## src/design/boot_flash_defines.vh

```
// boot_flash_defines.vh: opcodes, offsets, codes and timing counts.
// included by every design file of the block.
`ifndef BOOT_FLASH_DEFINES_VH
`define BOOT_FLASH_DEFINES_VH

// host register offsets
`define REG_SECT_OVR 9'h116
`define REG_TYPE_OVR 9'h118

// flash opcodes
`define OP_RDID 8'h9F
`define OP_READ 8'h03
`define OP_STAT_STD 8'h05
`define OP_STAT_T4 8'hD7
`define OP_WREN 8'h06
`define OP_WRDI 8'h04
`define OP_PAGE_PROG 8'h02
`define OP_AUTO_INC 8'hAD
`define OP_BUF_PROG 8'h82
`define OP_ERASE_64K 8'hD8
`define OP_ERASE_4K 8'h20
`define BULK_ERASE_SEQ 32'hC794_809A

// status bit masks
`define STAT_BUSY_MASK 8'h01
`define STAT_DONE_MASK 8'h80

// capacity codes (log2 of bytes)
`define CAP_2MBIT 8'h12
`define CAP_4MBIT 8'h13
`define CAP_8MBIT 8'h14

// sector size as log2 of bytes
`define SHIFT_64K 5'h10
`define SHIFT_4K 5'h0C
`define SHIFT_2K 5'h0B

// programming styles
`define PROG_PAGE 2'h0
`define PROG_AUTO_INC 2'h1
`define PROG_BUFFER 2'h2

// header
`define HDR_MAGIC 8'hA5

// clk_in cycles per sck half period
`define SCK_HALF 3'h4

`endif

```

## src/design/boot_flash_type_sequencer.v

```verilog
// boot_flash_type_sequencer.v: identifies the boot flash, loads its image,
// and on command erases it and writes a header.
// assumes: host register and command ports on clk_in; miso from a pin.
`default_nettype none
`include "boot_flash_defines.vh"

//Contract
// [RULE_01] identify flash type from read identification
// [RULE_02] accept 2/4 Mbit; 8 Mbit only types 1-2
// [RULE_03] host writes type and sectors for unknown parts
// [RULE_04] valid overrides make flash operate as known
// [RULE_05] init erases, writes header, then flash recognized
// [RULE_06] host only commands init; rest is automatic
// [RULE_07] sector size per type for erase addressing
// [RULE_08] status opcode 0x05, type 4 uses 0xD7
// [RULE_09] busy mask 0x01, type 4 done 0x80
// [RULE_10] read contents with opcode 0x03
// [RULE_11] write enable 0x06 except type 4
// [RULE_12] page program 0x02 for types 1-2 only
// [RULE_13] type 3 auto-increment program, ends with disable
// [RULE_14] type 4 programs through buffer write
// [RULE_15] type 4 bulk erase sends 0xC794809A
// [RULE_16] dual-page flash configured for 256-byte pages; the code sends no page-size configuration command
// [RULE_17] one chip select, half duplex, boot use
// [RULE_18] flash holds at least 2 Mbit
// [RULE_19] frame: select low, opcode, 24-bit address msb first
// [RULE_20] poll status until complete before next command
module boot_flash_type_sequencer #(
  parameter [15:0] LOAD_BYTES = 16'd1024,
  parameter [7:0] MFR_TYPE1 = 8'h11, // arbitrary identification values
  parameter [7:0] MFR_TYPE2 = 8'h22,
  parameter [7:0] MFR_TYPE3 = 8'h33,
  parameter [7:0] MFR_TYPE4 = 8'h44
) (
  // clock and reset
  input wire clk_in,
  input wire rst_n_in,
  // host register port
  input wire [8:0] reg_addr_in,
  input wire reg_wr_in,
  input wire [15:0] reg_wdata_in,
  output wire [15:0] reg_rdata_out,
  // host command
  input wire init_req_in,
  // master serial port
  output wire spi_sck_out,
  output wire spi_cs_n_out,
  output wire spi_mosi_out,
  input wire spi_miso_in,
  // image stream
  output wire [7:0] load_data_out,
  output wire load_valid_out,
  // status
  output wire [2:0] flash_type_out,
  output wire flash_known_out,
  output wire busy_out,
  output wire init_done_out
);

  localparam [3:0] S_ID = 4'd0;
  localparam [3:0] S_LOAD = 4'd1;
  localparam [3:0] S_READY = 4'd2;
  localparam [3:0] S_E_WREN = 4'd3;
  localparam [3:0] S_E_CMD = 4'd4;
  localparam [3:0] S_E_POLL = 4'd5;
  localparam [3:0] S_P_WREN = 4'd6;
  localparam [3:0] S_P_CMD = 4'd7;
  localparam [3:0] S_P_POLL = 4'd8;
  localparam [3:0] S_P_WRDI = 4'd9;

  ////////////////////////////////////////////////////////////////////////////
  // declarations

  reg miso_s1_q;
  reg miso_s2_q;
  reg [15:0] sect_ovr_q;
  reg [15:0] type_ovr_q;
  reg [15:0] reg_rdata_q;
  reg [3:0] state_q;
  reg issued_q;
  reg [2:0] type_q;
  reg known_q;
  reg init_done_q;
  reg [15:0] sect_cnt_q;
  reg [15:0] sec_idx_q;
  reg aai_second_q;
  reg [23:0] id_q;
  reg [7:0] stat_q;
  reg [7:0] load_data_q;
  reg load_valid_q;
  reg fr_busy_q;
  reg fr_wait_q;
  reg [3:0] fr_pos_q;
  reg [7:0] fr_op_q;
  reg fr_addr_en_q;
  reg [23:0] fr_addr_q;
  reg [2:0] fr_wr_n_q;
  reg [31:0] fr_wbuf_q;
  reg [15:0] fr_rd_q;
  reg eng_start_q;
  reg [7:0] eng_tx_q;
  reg [7:0] tx_sel;
  reg [2:0] auto_type;

  wire eng_done;
  wire [7:0] eng_rx;
  wire [4:0] dec_shift;
  wire [7:0] dec_stat_op;
  wire [7:0] dec_stat_mask;
  wire dec_done_pol;
  wire dec_wren;
  wire [1:0] dec_prog;
  wire [7:0] dec_erase_op;
  wire dec_bulk;

  ////////////////////////////////////////////////////////////////////////////
  // decode helpers

  wire [7:0] id_cap = id_q[7:0];
  wire cap_ok = (id_cap == `CAP_2MBIT) || (id_cap == `CAP_4MBIT) ||
    ((id_cap == `CAP_8MBIT) && ((auto_type == 3'd1) || (auto_type == 3'd2))); // see [RULE_02]
  wire recognized = (auto_type != 3'd0) && cap_ok; // see [RULE_01]
  wire ovr_ok = (type_ovr_q >= 16'd1) && (type_ovr_q <= 16'd4) && (sect_ovr_q != 16'd0); // see [RULE_04]
  wire [4:0] cap_minus_shift = id_cap[4:0] - dec_shift;
  wire [15:0] auto_cnt = 16'h0001 << cap_minus_shift;
  wire [23:0] sec_addr = {8'h00, sec_idx_q} << dec_shift; // see [RULE_07]
  wire stat_hit = (stat_q & dec_stat_mask) != 8'h00;
  wire flash_busy = dec_done_pol ? !stat_hit : stat_hit; // see [RULE_09]
  wire [31:0] hdr_word = {`HDR_MAGIC, 5'h00, type_q, sect_cnt_q};
  wire [3:0] rd_pos = 4'd4 + {1'b0, fr_wr_n_q};
  wire rd_phase = (fr_pos_q == rd_pos);
  wire more = !rd_phase || (fr_rd_q != 16'd0);
  wire fr_end = fr_busy_q && !fr_wait_q && !eng_done && !more;
  wire go = !fr_busy_q && !issued_q;
  wire [15:0] sec_next = sec_idx_q + 16'd1;
  wire [31:0] bulk_seq = `BULK_ERASE_SEQ;

  always @* begin
    auto_type = 3'd0;
    if (id_q[23:16] == MFR_TYPE1) auto_type = 3'd1;
    else if (id_q[23:16] == MFR_TYPE2) auto_type = 3'd2;
    else if (id_q[23:16] == MFR_TYPE3) auto_type = 3'd3;
    else if (id_q[23:16] == MFR_TYPE4) auto_type = 3'd4;
  end

  // opcode, address msb first, data, then read dummies
  always @* begin
    case (fr_pos_q)
      4'd0: tx_sel = fr_op_q; // see [RULE_19]
      4'd1: tx_sel = fr_addr_q[23:16];
      4'd2: tx_sel = fr_addr_q[15:8];
      4'd3: tx_sel = fr_addr_q[7:0];
      default: tx_sel = rd_phase ? 8'h00 : fr_wbuf_q[31:24];
    endcase
  end

  ////////////////////////////////////////////////////////////////////////////
  // outputs and submodules

  assign reg_rdata_out = reg_rdata_q;
  assign spi_cs_n_out = !fr_busy_q; // see [RULE_17]
  assign load_data_out = load_data_q;
  assign load_valid_out = load_valid_q;
  assign flash_type_out = type_q;
  assign flash_known_out = known_q;
  assign busy_out = (state_q != S_READY);
  assign init_done_out = init_done_q;

  flash_type_decode u_decode (
    .type_in(type_q),
    .sector_shift_out(dec_shift),
    .stat_op_out(dec_stat_op),
    .stat_mask_out(dec_stat_mask),
    .stat_done_pol_out(dec_done_pol),
    .wren_out(dec_wren),
    .prog_kind_out(dec_prog),
    .erase_op_out(dec_erase_op),
    .bulk_out(dec_bulk)
  );

  spi_byte_engine u_engine (
    .clk_in(clk_in),
    .rst_n_in(rst_n_in),
    .start_in(eng_start_q),
    .tx_byte_in(eng_tx_q),
    .done_out(eng_done),
    .rx_byte_out(eng_rx),
    .miso_in(miso_s2_q),
    .sck_out(spi_sck_out),
    .mosi_out(spi_mosi_out)
  );

  ////////////////////////////////////////////////////////////////////////////
  // host registers and pin synchroniser

  always @(posedge clk_in) begin
    if (!rst_n_in) begin
      miso_s1_q <= 1'b0;
      miso_s2_q <= 1'b0;
      sect_ovr_q <= 16'h0000;
      type_ovr_q <= 16'h0000;
      reg_rdata_q <= 16'h0000;
    end else begin
      miso_s1_q <= spi_miso_in;
      miso_s2_q <= miso_s1_q;
      if (reg_wr_in && (reg_addr_in == `REG_SECT_OVR)) sect_ovr_q <= reg_wdata_in; // see [RULE_03]
      if (reg_wr_in && (reg_addr_in == `REG_TYPE_OVR)) type_ovr_q <= reg_wdata_in;
      if (reg_addr_in == `REG_SECT_OVR) reg_rdata_q <= sect_ovr_q;
      else if (reg_addr_in == `REG_TYPE_OVR) reg_rdata_q <= type_ovr_q;
      else reg_rdata_q <= 16'h0000;
    end
  end

  ////////////////////////////////////////////////////////////////////////////
  // frame engine and sequencer

  task launch;
    input [7:0] op;
    input ae;
    input [23:0] addr;
    input [2:0] wn;
    input [31:0] wd;
    input [15:0] rn;
    begin
      fr_busy_q <= 1'b1;
      fr_pos_q <= 4'd0;
      fr_op_q <= op;
      fr_addr_en_q <= ae;
      fr_addr_q <= addr;
      fr_wr_n_q <= wn;
      fr_wbuf_q <= wd;
      fr_rd_q <= rn;
      issued_q <= 1'b1;
    end
  endtask

  always @(posedge clk_in) begin
    if (!rst_n_in) begin
      state_q <= S_ID;
      issued_q <= 1'b0;
      type_q <= 3'd0;
      known_q <= 1'b0;
      init_done_q <= 1'b0;
      sect_cnt_q <= 16'h0000;
      sec_idx_q <= 16'h0000;
      aai_second_q <= 1'b0;
      id_q <= 24'h00_0000;
      stat_q <= 8'h00;
      load_data_q <= 8'h00;
      load_valid_q <= 1'b0;
      fr_busy_q <= 1'b0;
      fr_wait_q <= 1'b0;
      fr_pos_q <= 4'd0;
      fr_op_q <= 8'h00;
      fr_addr_en_q <= 1'b0;
      fr_addr_q <= 24'h00_0000;
      fr_wr_n_q <= 3'd0;
      fr_wbuf_q <= 32'h0000_0000;
      fr_rd_q <= 16'h0000;
      eng_start_q <= 1'b0;
      eng_tx_q <= 8'h00;
    end else begin
      eng_start_q <= 1'b0;
      load_valid_q <= 1'b0;
      if (fr_busy_q) begin
        if (eng_done) begin
          fr_wait_q <= 1'b0;
          if (rd_phase) begin
            fr_rd_q <= fr_rd_q - 16'd1;
            if (state_q == S_ID) id_q <= {id_q[15:0], eng_rx};
            else if (state_q == S_LOAD) begin
              load_data_q <= eng_rx;
              load_valid_q <= 1'b1;
            end else stat_q <= eng_rx;
          end else begin
            if (fr_pos_q >= 4'd4) fr_wbuf_q <= {fr_wbuf_q[23:0], 8'h00};
            fr_pos_q <= ((fr_pos_q == 4'd0) && !fr_addr_en_q) ? 4'd4 : fr_pos_q + 4'd1;
          end
        end else if (!fr_wait_q) begin
          if (more) begin
            eng_tx_q <= tx_sel;
            eng_start_q <= 1'b1;
            fr_wait_q <= 1'b1;
          end else begin
            fr_busy_q <= 1'b0;
          end
        end
      end
      if (fr_end) issued_q <= 1'b0;
      case (state_q)
        S_ID: begin
          if (go) launch(`OP_RDID, 1'b0, 24'h00_0000, 3'd0, 32'h0000_0000, 16'd3); // see [RULE_01]
          else if (fr_end) begin
            type_q <= recognized ? auto_type : 3'd0;
            known_q <= recognized;
            state_q <= recognized ? S_LOAD : S_READY;
          end
        end
        S_LOAD: begin
          if (go) launch(`OP_READ, 1'b1, 24'h00_0000, 3'd0, 32'h0000_0000, LOAD_BYTES); // see [RULE_10]
          else if (fr_end) state_q <= S_READY;
        end
        S_READY: begin
          // the host's only part in programming is this command
          if (init_req_in && (known_q || ovr_ok)) begin // see [RULE_06]
            if (ovr_ok) begin
              type_q <= type_ovr_q[2:0]; // see [RULE_04]
              sect_cnt_q <= sect_ovr_q;
            end else sect_cnt_q <= auto_cnt;
            sec_idx_q <= 16'h0000;
            aai_second_q <= 1'b0;
            init_done_q <= 1'b0;
            state_q <= S_E_WREN;
          end
        end
        S_E_WREN: begin
          if (!dec_wren) state_q <= S_E_CMD; // see [RULE_11]
          else if (go) launch(`OP_WREN, 1'b0, 24'h00_0000, 3'd0, 32'h0000_0000, 16'd0);
          else if (fr_end) state_q <= S_E_CMD;
        end
        S_E_CMD: begin
          if (go && dec_bulk)
            launch(bulk_seq[31:24], 1'b0, 24'h00_0000, 3'd3, {bulk_seq[23:0], 8'h00}, 16'd0); // see [RULE_15]
          else if (go) launch(dec_erase_op, 1'b1, sec_addr, 3'd0, 32'h0000_0000, 16'd0); // see [RULE_07]
          else if (fr_end) state_q <= S_E_POLL;
        end
        S_E_POLL: begin
          if (go) launch(dec_stat_op, 1'b0, 24'h00_0000, 3'd0, 32'h0000_0000, 16'd1); // see [RULE_08]
          else if (fr_end && !flash_busy) begin // see [RULE_20]
            if (!dec_bulk && (sec_next < sect_cnt_q)) begin
              sec_idx_q <= sec_next;
              state_q <= S_E_WREN;
            end else state_q <= S_P_WREN;
          end
        end
        S_P_WREN: begin
          if (!dec_wren) state_q <= S_P_CMD;
          else if (go) launch(`OP_WREN, 1'b0, 24'h00_0000, 3'd0, 32'h0000_0000, 16'd0); // see [RULE_11]
          else if (fr_end) state_q <= S_P_CMD;
        end
        S_P_CMD: begin
          if (go && (dec_prog == `PROG_AUTO_INC))
            launch(`OP_AUTO_INC, !aai_second_q, 24'h00_0000, 3'd2,
              aai_second_q ? {hdr_word[15:0], 16'h0000} : hdr_word, 16'd0); // see [RULE_13]
          else if (go && (dec_prog == `PROG_BUFFER))
            launch(`OP_BUF_PROG, 1'b1, 24'h00_0000, 3'd4, hdr_word, 16'd0); // see [RULE_14]
          else if (go) launch(`OP_PAGE_PROG, 1'b1, 24'h00_0000, 3'd4, hdr_word, 16'd0); // see [RULE_12]
          else if (fr_end) state_q <= S_P_POLL;
        end
        S_P_POLL: begin
          if (go) launch(dec_stat_op, 1'b0, 24'h00_0000, 3'd0, 32'h0000_0000, 16'd1);
          else if (fr_end && !flash_busy) begin // see [RULE_20]
            if ((dec_prog == `PROG_AUTO_INC) && !aai_second_q) begin
              aai_second_q <= 1'b1;
              state_q <= S_P_CMD;
            end else if (dec_prog == `PROG_AUTO_INC) state_q <= S_P_WRDI;
            else begin
              known_q <= 1'b1; // see [RULE_05]
              init_done_q <= 1'b1;
              state_q <= S_READY;
            end
          end
        end
        S_P_WRDI: begin
          if (go) launch(`OP_WRDI, 1'b0, 24'h00_0000, 3'd0, 32'h0000_0000, 16'd0); // see [RULE_13]
          else if (fr_end) begin
            known_q <= 1'b1; // see [RULE_05]
            init_done_q <= 1'b1;
            state_q <= S_READY;
          end
        end
        default: state_q <= S_READY;
      endcase
    end
  end

endmodule // boot_flash_type_sequencer
`default_nettype wire

```

## src/design/flash_type_decode.v

```verilog
// flash_type_decode.v: per-type command set and geometry lookup.
// assumes: type code 1..4 from the sequencer; other codes decode like type 2.
`default_nettype none
`include "boot_flash_defines.vh"

module flash_type_decode (
  // selected type
  input wire [2:0] type_in,
  // command set
  output reg [4:0] sector_shift_out,
  output reg [7:0] stat_op_out,
  output reg [7:0] stat_mask_out,
  output reg stat_done_pol_out,
  output reg wren_out,
  output reg [1:0] prog_kind_out,
  output reg [7:0] erase_op_out,
  output reg bulk_out
);

  always @* begin
    sector_shift_out = `SHIFT_4K;
    stat_op_out = `OP_STAT_STD; // see [RULE_08]
    stat_mask_out = `STAT_BUSY_MASK; // see [RULE_09]
    stat_done_pol_out = 1'b0;
    wren_out = 1'b1; // see [RULE_11]
    prog_kind_out = `PROG_PAGE; // see [RULE_12]
    erase_op_out = `OP_ERASE_4K;
    bulk_out = 1'b0;
    case (type_in)
      3'd1: begin
        sector_shift_out = `SHIFT_64K; // see [RULE_07]
        erase_op_out = `OP_ERASE_64K;
      end
      3'd3: begin
        prog_kind_out = `PROG_AUTO_INC; // see [RULE_13]
      end
      3'd4: begin
        sector_shift_out = `SHIFT_2K; // see [RULE_07]
        stat_op_out = `OP_STAT_T4; // see [RULE_08]
        stat_mask_out = `STAT_DONE_MASK; // see [RULE_09]
        stat_done_pol_out = 1'b1;
        wren_out = 1'b0; // see [RULE_11]
        prog_kind_out = `PROG_BUFFER; // see [RULE_14]
        bulk_out = 1'b1; // see [RULE_15]
      end
      default: begin
        sector_shift_out = `SHIFT_4K;
      end
    endcase
  end

endmodule // flash_type_decode
`default_nettype wire

```

## src/design/spi_byte_engine.v

```verilog
// spi_byte_engine.v: shifts a byte out and in, clock idle low,
// data changed on falling edge, msb first.
// assumes: miso_in already synchronised to clk_in.
`default_nettype none
`include "boot_flash_defines.vh"

module spi_byte_engine (
  // clock and reset
  input wire clk_in,
  input wire rst_n_in,
  // byte request
  input wire start_in,
  input wire [7:0] tx_byte_in,
  output wire done_out,
  output wire [7:0] rx_byte_out,
  // serial lines
  input wire miso_in,
  output wire sck_out,
  output wire mosi_out
);

  reg act_q;
  reg [2:0] div_q;
  reg [2:0] bit_q;
  reg sck_q;
  reg [7:0] sh_q;
  reg [7:0] rx_q;
  reg done_q;

  assign done_out = done_q;
  assign rx_byte_out = rx_q;
  assign sck_out = sck_q;
  assign mosi_out = sh_q[7];

  always @(posedge clk_in) begin
    if (!rst_n_in) begin
      act_q <= 1'b0;
      div_q <= 3'h0;
      bit_q <= 3'h0;
      sck_q <= 1'b0;
      sh_q <= 8'h00;
      rx_q <= 8'h00;
      done_q <= 1'b0;
    end else begin
      done_q <= 1'b0;
      if (start_in && !act_q) begin
        act_q <= 1'b1;
        sh_q <= tx_byte_in;
        div_q <= 3'h0;
        bit_q <= 3'h0;
        sck_q <= 1'b0;
      end else if (act_q) begin
        if (div_q == `SCK_HALF - 3'h1) begin
          div_q <= 3'h0;
          sck_q <= ~sck_q;
          // sample just before the fall; synchroniser lag fits the high half
          if (sck_q) begin
            rx_q <= {rx_q[6:0], miso_in};
            sh_q <= {sh_q[6:0], 1'b0};
            bit_q <= bit_q + 3'h1;
            if (bit_q == 3'h7) begin
              act_q <= 1'b0;
              done_q <= 1'b1;
            end
          end
        end else begin
          div_q <= div_q + 3'h1;
        end
      end
    end
  end

endmodule // spi_byte_engine
`default_nettype wire

```

## config.mk

```make
export PLATFORM = sky130hd
export DESIGN_NAME = boot_flash_type_sequencer
export DESIGN_NICKNAME = d
export VERILOG_FILES = /design/src/design/boot_flash_type_sequencer.v /design/src/design/flash_type_decode.v /design/src/design/spi_byte_engine.v
export VERILOG_INCLUDE_DIRS = /design/src /design/src/design
export SDC_FILE = /design/constraint.sdc
export NUM_CORES = 1
export LEC_CHECK = 0
export BUFFER_PORTS_ARGS = -buffer_cell sky130_fd_sc_hd__clkbuf_2
export CAP_MARGIN = 20
export CELL_PAD_IN_SITES_DETAIL_PLACEMENT = 1
export CELL_PAD_IN_SITES_GLOBAL_PLACEMENT = 1
export CORE_UTILIZATION = 46
export DETAILED_ROUTE_END_ITERATION = 7
export GPL_TIMING_DRIVEN = 0
export PLACE_DENSITY_LB_ADDON = 0.1
export SLEW_MARGIN = 15
export SYNTH_ARGS = -nofsm -noshare
export SYNTH_HDL_FRONTEND = slang
export SYNTH_SLANG_ARGS = --single-unit
export TNS_END_PERCENT = 100
```

## constraint.sdc

```tcl
create_clock -name clk_in -period 4.13 [get_ports clk_in]
set_input_delay 0 -clock clk_in [delete_from_list [all_inputs] [get_ports clk_in]]
set_output_delay 0 -clock clk_in [all_outputs]
set_load 0.005 [all_outputs]
```

Word-level counts from Yosys, hierarchy flattened
Cells that the tools add are included. W data, S select, Z words.

$add $sub $neg: 7. Multiply operators: 0. Divide/modulo/power cells: 0. Magnitude comparators: 4. Eq/ne operators: 67. Shift operators: 2. Muxes and demuxes: 166. Bitwise gates (word level): 12. Reduce and logical (&&, ||, !) cells: 81.

Operators by type and width (number): $mux W32 (11); $mux W16 (18); $mux W8 (19); $mux W24 (6); $mux W4 (33); $pmux W32 S4 (1); $pmux W16 S7 (1); $pmux W24 S4 (1); $pmux W8 S7 (1); $ne A2 B2 Y1 const B (26); $mux W3 (17); $mux W1 (43); $pmux W4 S9 (1); $eq A8 B5 Y1 const B (4); $pmux W16 S2 (1); $pmux W8 S4 (1); $reduce_bool A16 Y1 (2); $reduce_and A5 Y1 (5); $shl A16 B5 Y24 (1); $reduce_and A20 Y1 (1); $logic_and A1 B1 Y1 (19); $eq A9 B9 Y1 const B (2); $reduce_and A9 Y1 (2); $add A16 B1 Y16 const B (1); 54 further kinds (122).

Register bits after elaboration: 258. Bits in latches: 0. Memory bits (writable): 0. Bits in read-only memories: 0. Output and inout port bits: 34. Logic and storage cells: 374. Memories kept: 0.

Longest topological paths before layout
Gate-level depths: netlist of the first run.

Depth in word-level cells: 14. Mapped depth: 16. Gate-level depth less buffers: 15.

By module
Synthesis of the first run repeated with hierarchy kept, for this count alone.

Cell total of the unflattened synthesis: 1613. Area total of the unflattened synthesis: 13182.6 µm².

By module, submodules not included: boot_flash_type_sequencer (times used 1, cells each 1455, area an instance 11841.4 µm²); spi_byte_engine (times used 1, cells each 119, area an instance 1069.8 µm²); flash_type_decode (times used 1, cells each 39, area an instance 271.5 µm²).

Least setup slack after synthesis of the first run
Ideal clock, no wire load.

Path kind: register to register. Start: reg sec_idx_q[0]. End: reg sec_idx_q[10]. Arrival: 3.304 ns. Slack: 0.712 ns. Stages on the path, launching flop included: 16. Period minus slack after synthesis: 3.418 ns. Cell sequence: dfxtp_1 ha_1 nand3_1 nor3_1 and3_1 nand3_1 or2_2 nand2_1 ha_1 and3_1 a221oi_1 nand2_1 o31ai_1 a21oi_1 clkbuf_1 a21o_1.

Longest elaborated chain between the ends: 5.

Ends and longest elaborated chain: start: declaration (line boot_flash_type_sequencer.v:85) `reg [15:0] sec_idx_q;`; start signal: assignment (line boot_flash_type_sequencer.v:331) `sec_idx_q <= sec_next;`; $add A16 B1 Y16 (*) (line boot_flash_type_sequencer.v:135) `wire [15:0] sec_next = sec_idx_q + 16'd1;`; $lt A16 B16 Y1 / $mux W16 (equally long branches) (line boot_flash_type_sequencer.v:330) `if (!dec_bulk && (sec_next < sect_cnt_q)) begin`; $logic_and A1 B1 Y1 / $mux W16 (equally long branches) (line boot_flash_type_sequencer.v:330, boot_flash_type_sequencer.v:329); $ne A2 B2 Y1 (no line) / $mux W16 (equally long branches); $reduce_and A5 Y1 (no line) / $pmux W16 S2 (equally long branches).

Mark *: on every way between the ends. The rest lies on a longest branch, timed or not. The select of a mux whose other input is x is not followed. A chain may end at the register's enable or synchronous reset.

Final worst setup path of the first run
Start: reg type_q[0], in the netlist flash_type_out[0]. End: reg sect_cnt_q[14].

Longest elaborated chain between the ends: 5.

Ends and longest elaborated chain: start: declaration (line boot_flash_type_sequencer.v:81) `reg [2:0] type_q;`; start signal: assignment (line boot_flash_type_sequencer.v:294) `type_q <= recognized ? auto_type : 3'd0;`; start signal: assignment (line boot_flash_type_sequencer.v:307) `type_q <= type_ovr_q[2:0];`; $eq A3 B3 Y1 / $eq A3 B1 Y1 (equally long branches) (line flash_type_decode.v:29) `case (type_in)`; $pmux W5 S2 (*) (line flash_type_decode.v:29); $sub A5 B5 Y5 (*) (line boot_flash_type_sequencer.v:124) `wire [4:0] cap_minus_shift = id_cap[4:0] - dec_shift;`; $shl A1 B5 Y16 (*) (line boot_flash_type_sequencer.v:125) `wire [15:0] auto_cnt = 16'h0001 << cap_minus_shift;`; $mux W16 (*) (line boot_flash_type_sequencer.v:306) `if (ovr_ok) begin`; end signal: assignment (line boot_flash_type_sequencer.v:308) `sect_cnt_q <= sect_ovr_q;`; end signal: assignment (line boot_flash_type_sequencer.v:309) `end else sect_cnt_q <= auto_cnt;`; end: declaration (line boot_flash_type_sequencer.v:84) `reg [15:0] sect_cnt_q;`.

Mark *: on every way between the ends. The rest lies on a longest branch, timed or not.

==> results by group, run 1 <==
Run status
  • Status: complete, no violations

STA
  • F_max: 256.8 MHz
  • Tmin final: ~3.9 ns
  • Final worst path period share: 94.28%
  • Final Max Slew Viols: 0
  • Worst-Margin Slew: just over 1 ns
  • Final hold violation count: 0
  • Skew final: 0.009277 ns
  • RSZ-0062 raised after global routing: no
  • Relative slew slack: 31.40%
  • Setup-failing EPs final: 0
  • Post-route setup slack: between 0.2 and 0.25 ns

Synth
  • Synth Net Count: 1496
  • Flops & latches, synth: 252
  • Yosys warns: 0
  • Count of different cell masters after synthesis: 65
  • Synth Area per Inst: about 8.1 um2
  • Synth Cell Area: roughly 12000 um2
  • Seq/Total Area, Yosys: 43.49%
  • EDFF count, synth: 0
  • Area leader, netlist: dfxtp_1
  • Share of the synthesized area in the top cell type: 43.49%
  • Main synth FF type: dfxtp_1
  • Area contributors post-synth: dfxtp_1, nand2_1, a21oi_1
  • Ys async rst share: 0%
  • Cells after Synth: 1436

Clock tree
  • CTS Root Cell: clkbuf_16
  • Latest clock arrival within the worst-skew pair: 0.54 ns
  • CTS tree: yes
  • Buffer depth of the longest clock path: 3
  • H-tree Lvls: 1
  • Num CTS Buffers: 27
  • Number of clock sinks: between 200 and 300
  • Clk pin slew, worst setup/hold paths: 0.06 ns

Power
  • Max rail drop VDD: 382.1 uV
  • Power Density: 484.5 nW/um2
  • Total Power: 6.582 mW
  • Lkg Pwr: 5.142 nW

Setup path
  • CP Buf/Inv Count: 3
  • CP max FO: 10
  • CP delay by family, top: compound AO/OA/AOI/OAI gates
  • Worst-path cell chain: or3b_2, clkbuf_1, inv_1, clkbuf_1, ha_1, o21a_1, o21a_1, o2111ai_1, nor2_1, a211oi_1, a211oi_1
  • Worst path arrival time: around 4.3 ns
  • Slowest-stage cell, CP: clkbuf_1
  • CP Capture Type: flip-flop
  • Critical path class: reg2reg
  • Startpoint types: flip-flop
  • Data required, critical path: ~4.5 ns
  • CP max stage delay: around 0.56 ns

Routing
  • First-pass DRT Iterations: 5
  • DR iter-0 viols: 771
  • Final WL: a little under 40000 um
  • Routed WL per cell: 20.87 um
  • DR vias/cell: between 5 and 6
  • Antenna-violating nets left: 0
  • Residual DRC: 0
  • Via count: 11.21k

Layout
  • Area Overhead vs Synth: 17.11%
  • Share of cells above drive strength 1: 9.276%
  • Final Util: 55.37%
  • Filler Cells Inserted: 3002
  • Nets: 1618
  • ANT cells: 0
  • Final Cell Area: 13580 um2

GRT
  • Largest net degree at the start of global routing: 14
  • Gr ovfl total: 0
  • Number of global-route vias before repair: between 10k and 15k
  • First-pass GRT wire length: 63300 um
  • Antenna violations before repair: 0
  • GRT Total Usage: between 30% and 40%

Floorplan
  • Ports: 64
  • Chip height: 160.8 um
  • Die span in x: ~160 um
  • Core area: 24530 um2
  • Rows: 57
  • Initial Util: 47.28%
  • Die area: 25860 um2

Place
  • Gp weighted congestion: 0.9509
  • Port bufs: 63
  • Placed inst area: 12340 um2
  • Place WS: -0.6421 ns
  • Post-DP HPWL: between 20000 and 30000 um

Job
  • MaxCap Viol Count: 0

Min path
  • Worst min path class: in2reg
[flip-flops by register name (all words and copies together), names as in the netlist, 3 cells and up, named ones only]
signal	flops
eng_tx_q	8
flash_type_out	3
fr_addr_q	24
fr_op_q	8
fr_pos_q	4
fr_rd_q	16
fr_wbuf_q	32
id_q	24
load_data_out	8
reg_rdata_out	16
sec_idx_q	16
sect_cnt_q	16
sect_ovr_q	16
state_q	4
type_ovr_q	16
u_engine.bit_q	3
u_engine.div_q	3
u_engine.rx_byte_out	8
u_engine.sh_q	8
[through the flow]
stage	hold slack (ns)	instances	setup TNS [ns]
final	0.08807	1898	0
after global placement	0.2076	1823	-11.25
after CTS	0.01853	1894	0
after detailed placement	0.2497	1823	-8.579
after floorplan	0.1273	1436	0
after global routing	0.1066	1898	0
[cell type report]
type	count	area [um2]	area share [%]
plain buffers	83	320.3	2.358
clock buffers	37	763.2	5.618
clock inverters	8	121.4	0.8934
inverters	37	138.9	1.022
multi-input cells	1064	6187	45.55
flip-flops and latches	252	5047	37.16
well taps	324	405.4	2.984
repair buffers	93	600.6	4.421
[power breakdown]
part           internal [mW]  switching [mW]  total, mW
sequential              2.54          0.0773       2.62
clock                   1.47            1.02       2.48
combinational          0.431            1.05       1.48
total                   4.44            2.14       6.58
[worst paths after layout]
| check | from | end | slack, ns | depth (start not counted) |
|---|---|---|---|---|
| max | flash_type_out[0]$_SDFFE_PN0P_ | sect_cnt_q[14]$_SDFFE_PN0P_ | 0.24 | 11 |
| min | rst_n_in | fr_addr_q[20]$_SDFFE_PN0P_ | 0.09 | 5 |
| min reg2reg | miso_s1_q$_SDFF_PN0_ | miso_s2_q$_SDFF_PN0_ | 0.44 | 1 |
| max reg2reg | flash_type_out[0]$_SDFFE_PN0P_ | sect_cnt_q[14]$_SDFFE_PN0P_ | 0.24 | 11 |
[kinds of logic (layout without fill, tap and decap cells)]
logic type	after synthesis	in the layout	share of synthesized area (%)
AND/OR/NAND/NOR	574	574	22.42
AO/OA/AOI/OAI	392	392	21.26
flip-flops	252	252	43.49
buffers and inverters	120	258	3.905
multiplexers	40	40	3.506
adder cells (fa/ha/maj)	30	30	3.301
XOR/XNOR	28	28	2.114
[synth_stat cells, types with 5 or more instances]
cell type	n
clkbuf_1	77
o211ai_1	9
o21ai_0	59
o21a_1	10
o211a_1	6
nor2b_1	12
a22o_1	7
nand2b_1	13
a22oi_1	41
or3_1	9
nand2_1	260
xnor2_1	17
a21oi_1	161
a221oi_1	5
nand4_1	6
and2_1	16
or2_2	5
nor4_1	20
mux2_2	5
dfxtp_1	252
nand3_1	26
ha_1	29
a311oi_1	8
o2111ai_1	6
nor2_1	134
a31oi_1	9
mux2i_1	35
xor2_1	11
a21o_1	13
a211oi_1	25
nor3_1	28
o22ai_1	9
inv_1	36
and3_1	21
[layer usage]
layer | vias up | share of wire (%) | track usage, %
met5 | - | 0 | 0
met4 | 0 | 3.1 | 9.991
met3 | 91 | 5.3 | 4.442
met2 | 334 | 47 | 52.13
met1 | 5471 | 44 | 40.16
li1 | 5311 | - | -
[timing repair]
action	CTS	global route
resized for setup	9	9
setup endpoints to repair	17	28
pin swaps	1	2
buffers inserted	1	3
endpoints found under the hold margin	39	0
hold buffers	25	0
[layout by cell type, fill, tap and decap left out, drive strengths merged, types with 8 or more instances in the layout]
master       instances
nand2              260
a21o                13
nor2               134
o211ai               9
o22ai                9
dfxtp              252
nand2b              13
or3                  9
nor4                21
a211oi              26
a311oi               8
xor2                11
mux2i               35
buf                 11
inv                 38
ha                  29
a22oi               41
clkbuf             177
o21ai               59
dlygate4sd3         25
nand3               26
nor2b               12
a31oi                9
and3                21
o21a                10
xnor2               17
and2                17
nor3                28
a21oi              161
[worst min-delay path: stages]
cell and delay, ns:
clkbuf_2 0.11, inv_2 0.15, nor2_1 0.15, nand2_1 0.09
o21ai_0 0.06
(Power assumes the default switching activity.)
==> run 2, diff against run 1 <==
- ABC_AREA: default -> 1
- CORE_UTILIZATION: 46 -> 45
==> results by group, run 2 <==
Run status
  • Status: complete, no violations

STA
  • Setup-failing EPs final: 0
  • Skew final: 0.03378 ns
  • Final worst path period share: 88.90%
  • Worst-Margin Slew: 0.9269 ns
  • F_max: about 270 MHz
  • RSZ-0062 raised after global routing: no
  • Final hold violation count: 0
  • Sum Neg Setup Slack: 0 ns
  • Tmin final: 3.671 ns
  • Post-route setup slack: 0.4585 ns
  • Final Max Slew Viols: 0
  • Relative slew slack: 38.21%

Power
  • Internal: 4.590 mW
  • Sw Share: 35.70%
  • Max rail drop VDD: 276.2 uV
  • Power Density: 491.1 nW/um2
  • Total Power: 7.138 mW
  • NetSw: about 2.5 mW
  • Lkg Pwr: 5.939 nW
  • Clk pwr share: 35.5%
  • Seq pwr share: 38.0%
  • Comb power frac: 26.5%

Place
  • Gp weighted congestion: 0.9741
  • Port bufs: 63
  • Placed inst area: ~13000 um2
  • Post-DP HPWL: between 30000 and 40000 um
  • Place WS: 0.5325 ns

Floorplan
  • Ports: 64
  • Die area: between 20000 and 30000 um2
  • Rows: 60
  • Initial Util: about 46%
  • Core area: 27180 um2
  • Chip height: 169.3 um
  • Die span in x: 169.3 um

Routing
  • Antenna-violating nets left: 0
  • DR vias/cell: 5.468
  • Residual DRC: 0
  • Via count: roughly 13k
  • Final WL: 44570 um
  • Met3 wire len: 1892 um
  • Met1 wire length: 19550 um
  • Routed WL per cell: 19.36 um
  • DR iter-0 viols: 741
  • First-pass DRT Iterations: 5
  • Top Metal Used: met4
  • Metal2 WL: 21620 um

Synth
  • Count leader, synth: nand2_1
  • Area contributors post-synth: dfxtp_1, nand2_1, nor2_1
  • Cells after Synth: between 1.5k and 2k
  • EDFF count, synth: 0
  • Ys async rst share: 0%
  • Main synth FF type: dfxtp_1
  • Synth Area per Inst: 7.028 um2
  • Synth Cell Area: 12590 um2
  • Count of different cell masters after synthesis: 56
  • Synth Net Count: 1852
  • Commonest cells in the netlist: nand2_1, nor2_1, dfxtp_1, inv_1, a21oi_1
  • Share of the synthesized area in the top cell type: 40.06%
  • Seq/Total Area, Yosys: 40.06%
  • Area leader, netlist: dfxtp_1
  • Flops & latches, synth: 252
  • Yosys warns: 0

Layout
  • Most frequent cells in the layout: nand2_1, nor2_1, dfxtp_1
  • Regs by FF count: fr_wbuf_q (32), fr_addr_q (24), id_q (24)
  • Commonest non-fill, non-tap cell in the layout: nand2_1
  • Top reg by flops: fr_wbuf_q
  • ANT cells: 0
  • Max FFs per register: 32
  • Nets: 1970
  • Final Cell Area: 14540 um2
  • Area Overhead vs Synth: 15.41%
  • Share of cells above drive strength 1: 11.09%

GRT
  • Gr ovfl total: 0
  • GRT Total Usage: 31.40%
  • Largest net degree at the start of global routing: 15
  • Antenna violations before repair: 0
  • First-pass GRT wire length: 70570 um
  • Number of global-route vias before repair: 12.90k

Setup path
  • Data required, critical path: 4.54 ns
  • Worst path arrival time: about 4.1 ns
  • CP max FO: 10
  • Startpoint types: flip-flop
  • Critical path class: reg2reg
  • CP Capture Type: flip-flop

Clock tree
  • Number of clock sinks: 252
  • PostCTS Resize Cnt: 0
  • CTS tree: yes
  • Clk pin slew, worst setup/hold paths: ~0.060 ns
  • H-tree Lvls: 1
  • Num CTS Buffers: 29
  • CTS Root Cell: clkbuf_16
  • Post-CTS setup repair buffer count: 0
  • Latest clock arrival within the worst-skew pair: approximately 0.57 ns
  • CTS Hold Bufs: 24
  • Buffer depth of the longest clock path: 3

Min path
  • Worst min path class: in2reg

Job
  • MaxCap Viol Count: 0
-- run 2: cell count changes after synthesis, sizes merged, moves of 31 or more --
cell    change
inv       +176
nor2      +153
nand2      +92
o21ai      +78
nand3      +50
clkbuf     -39
nand4      +35
a22oi      -33
mux2i      -31
-- run 2: final cells by class --
cell class	count	area, um2
Fill cell	3565	12640
Multi-Input combinational cell	1250	6390
Sequential cell	252	5045
Inverter	217	814.5
Clock buffer	39	793.3
Timing Repair Buffer	87	555.5
Tap cell	372	465.4
Buffer	73	345.3
Clock inverter	12	126.4
-- run 2: per-layer routing --
| metal | track usage [%] | up-vias |
|---|---|---|
| li1 | - | 6156 |
| met1 | 39.16 | 6043 |
| met2 | 55.93 | 293 |
| met3 | 3.638 | 95 |
| met4 | 10.58 | 0 |
| met5 | 0 | - |
-- run 2: power groups by stage --
| stage | Clock (mW) | Sequential, mW | Combinational (mW) |
|---|---|---|---|
| 4_1_cts | 2.58 | 2.71 | 1.87 |
| 5_1_grt | 2.67 | 2.73 | 2.06 |
| 6_report | 2.53 | 2.71 | 1.89 |
| 3_3_place_gp | 0 | 2.76 | 1.79 |
| 2_1_floorplan | 0 | 2.72 | 1.26 |
| 3_5_place_dp | 0 | 2.76 | 1.84 |
-- run 2: kinds of logic after synthesis --
family / count (synthesis) / share of synthesized area, %
simple gates: 800 / 27.66
fa+ha+maj: 30 / 3.040
buf+inv: 290 / 9.209
xor+xnor: 19 / 1.321
flops: 252 / 40.06
compound gates: 397 / 18.40
mux: 4 / 0.3179
-- run 2: path summary, 6_finish.rpt --
path	start	endpoint	slack, ns	depth (start not counted)
hold reg to reg	miso_s1_q$_SDFF_PN0_	miso_s2_q$_SDFF_PN0_	0.44	2
setup / recovery	sec_idx_q[2]$_SDFFE_PN0P_	sec_idx_q[5]$_SDFFE_PN0P_	0.46	20
setup reg to reg	sec_idx_q[2]$_SDFFE_PN0P_	sec_idx_q[5]$_SDFFE_PN0P_	0.46	20
hold / removal	init_req_in	sect_cnt_q[7]$_SDFFE_PN0P_	0.03	5
-- run 2: worst max-delay path, stage by stage (launching register included) --
cell	delay, ns
dfxtp_1	0.31
clkbuf_1	0.35
nand3_1	0.23
nor3_2	0.32
nand2_1	0.11
xor2_1	0.29
inv_1	0.09
ha_1	0.30
nand2_1	0.06
inv_1	0.05
nand2_1	0.06
nand2_1	0.05
nand2_1	0.05
nand3_1	0.07
nor2_1	0.25
nand2_1	0.12
nand2_1	0.30
nand3_4	0.17
buf_6	0.18
nand2_1	0.06
a21oi_1	0.07
-- run 2: through the flow --
step	cells	hold slack, ns	utilization (%)
after floorplan	1792	0.09763	-
after global placement	2227	0.1863	49.22
after detailed placement	2227	0.1994	49.22
after CTS	2302	0.002073	53.49
after global routing	2302	0.07612	53.49
final	2302	0.02637	53.49
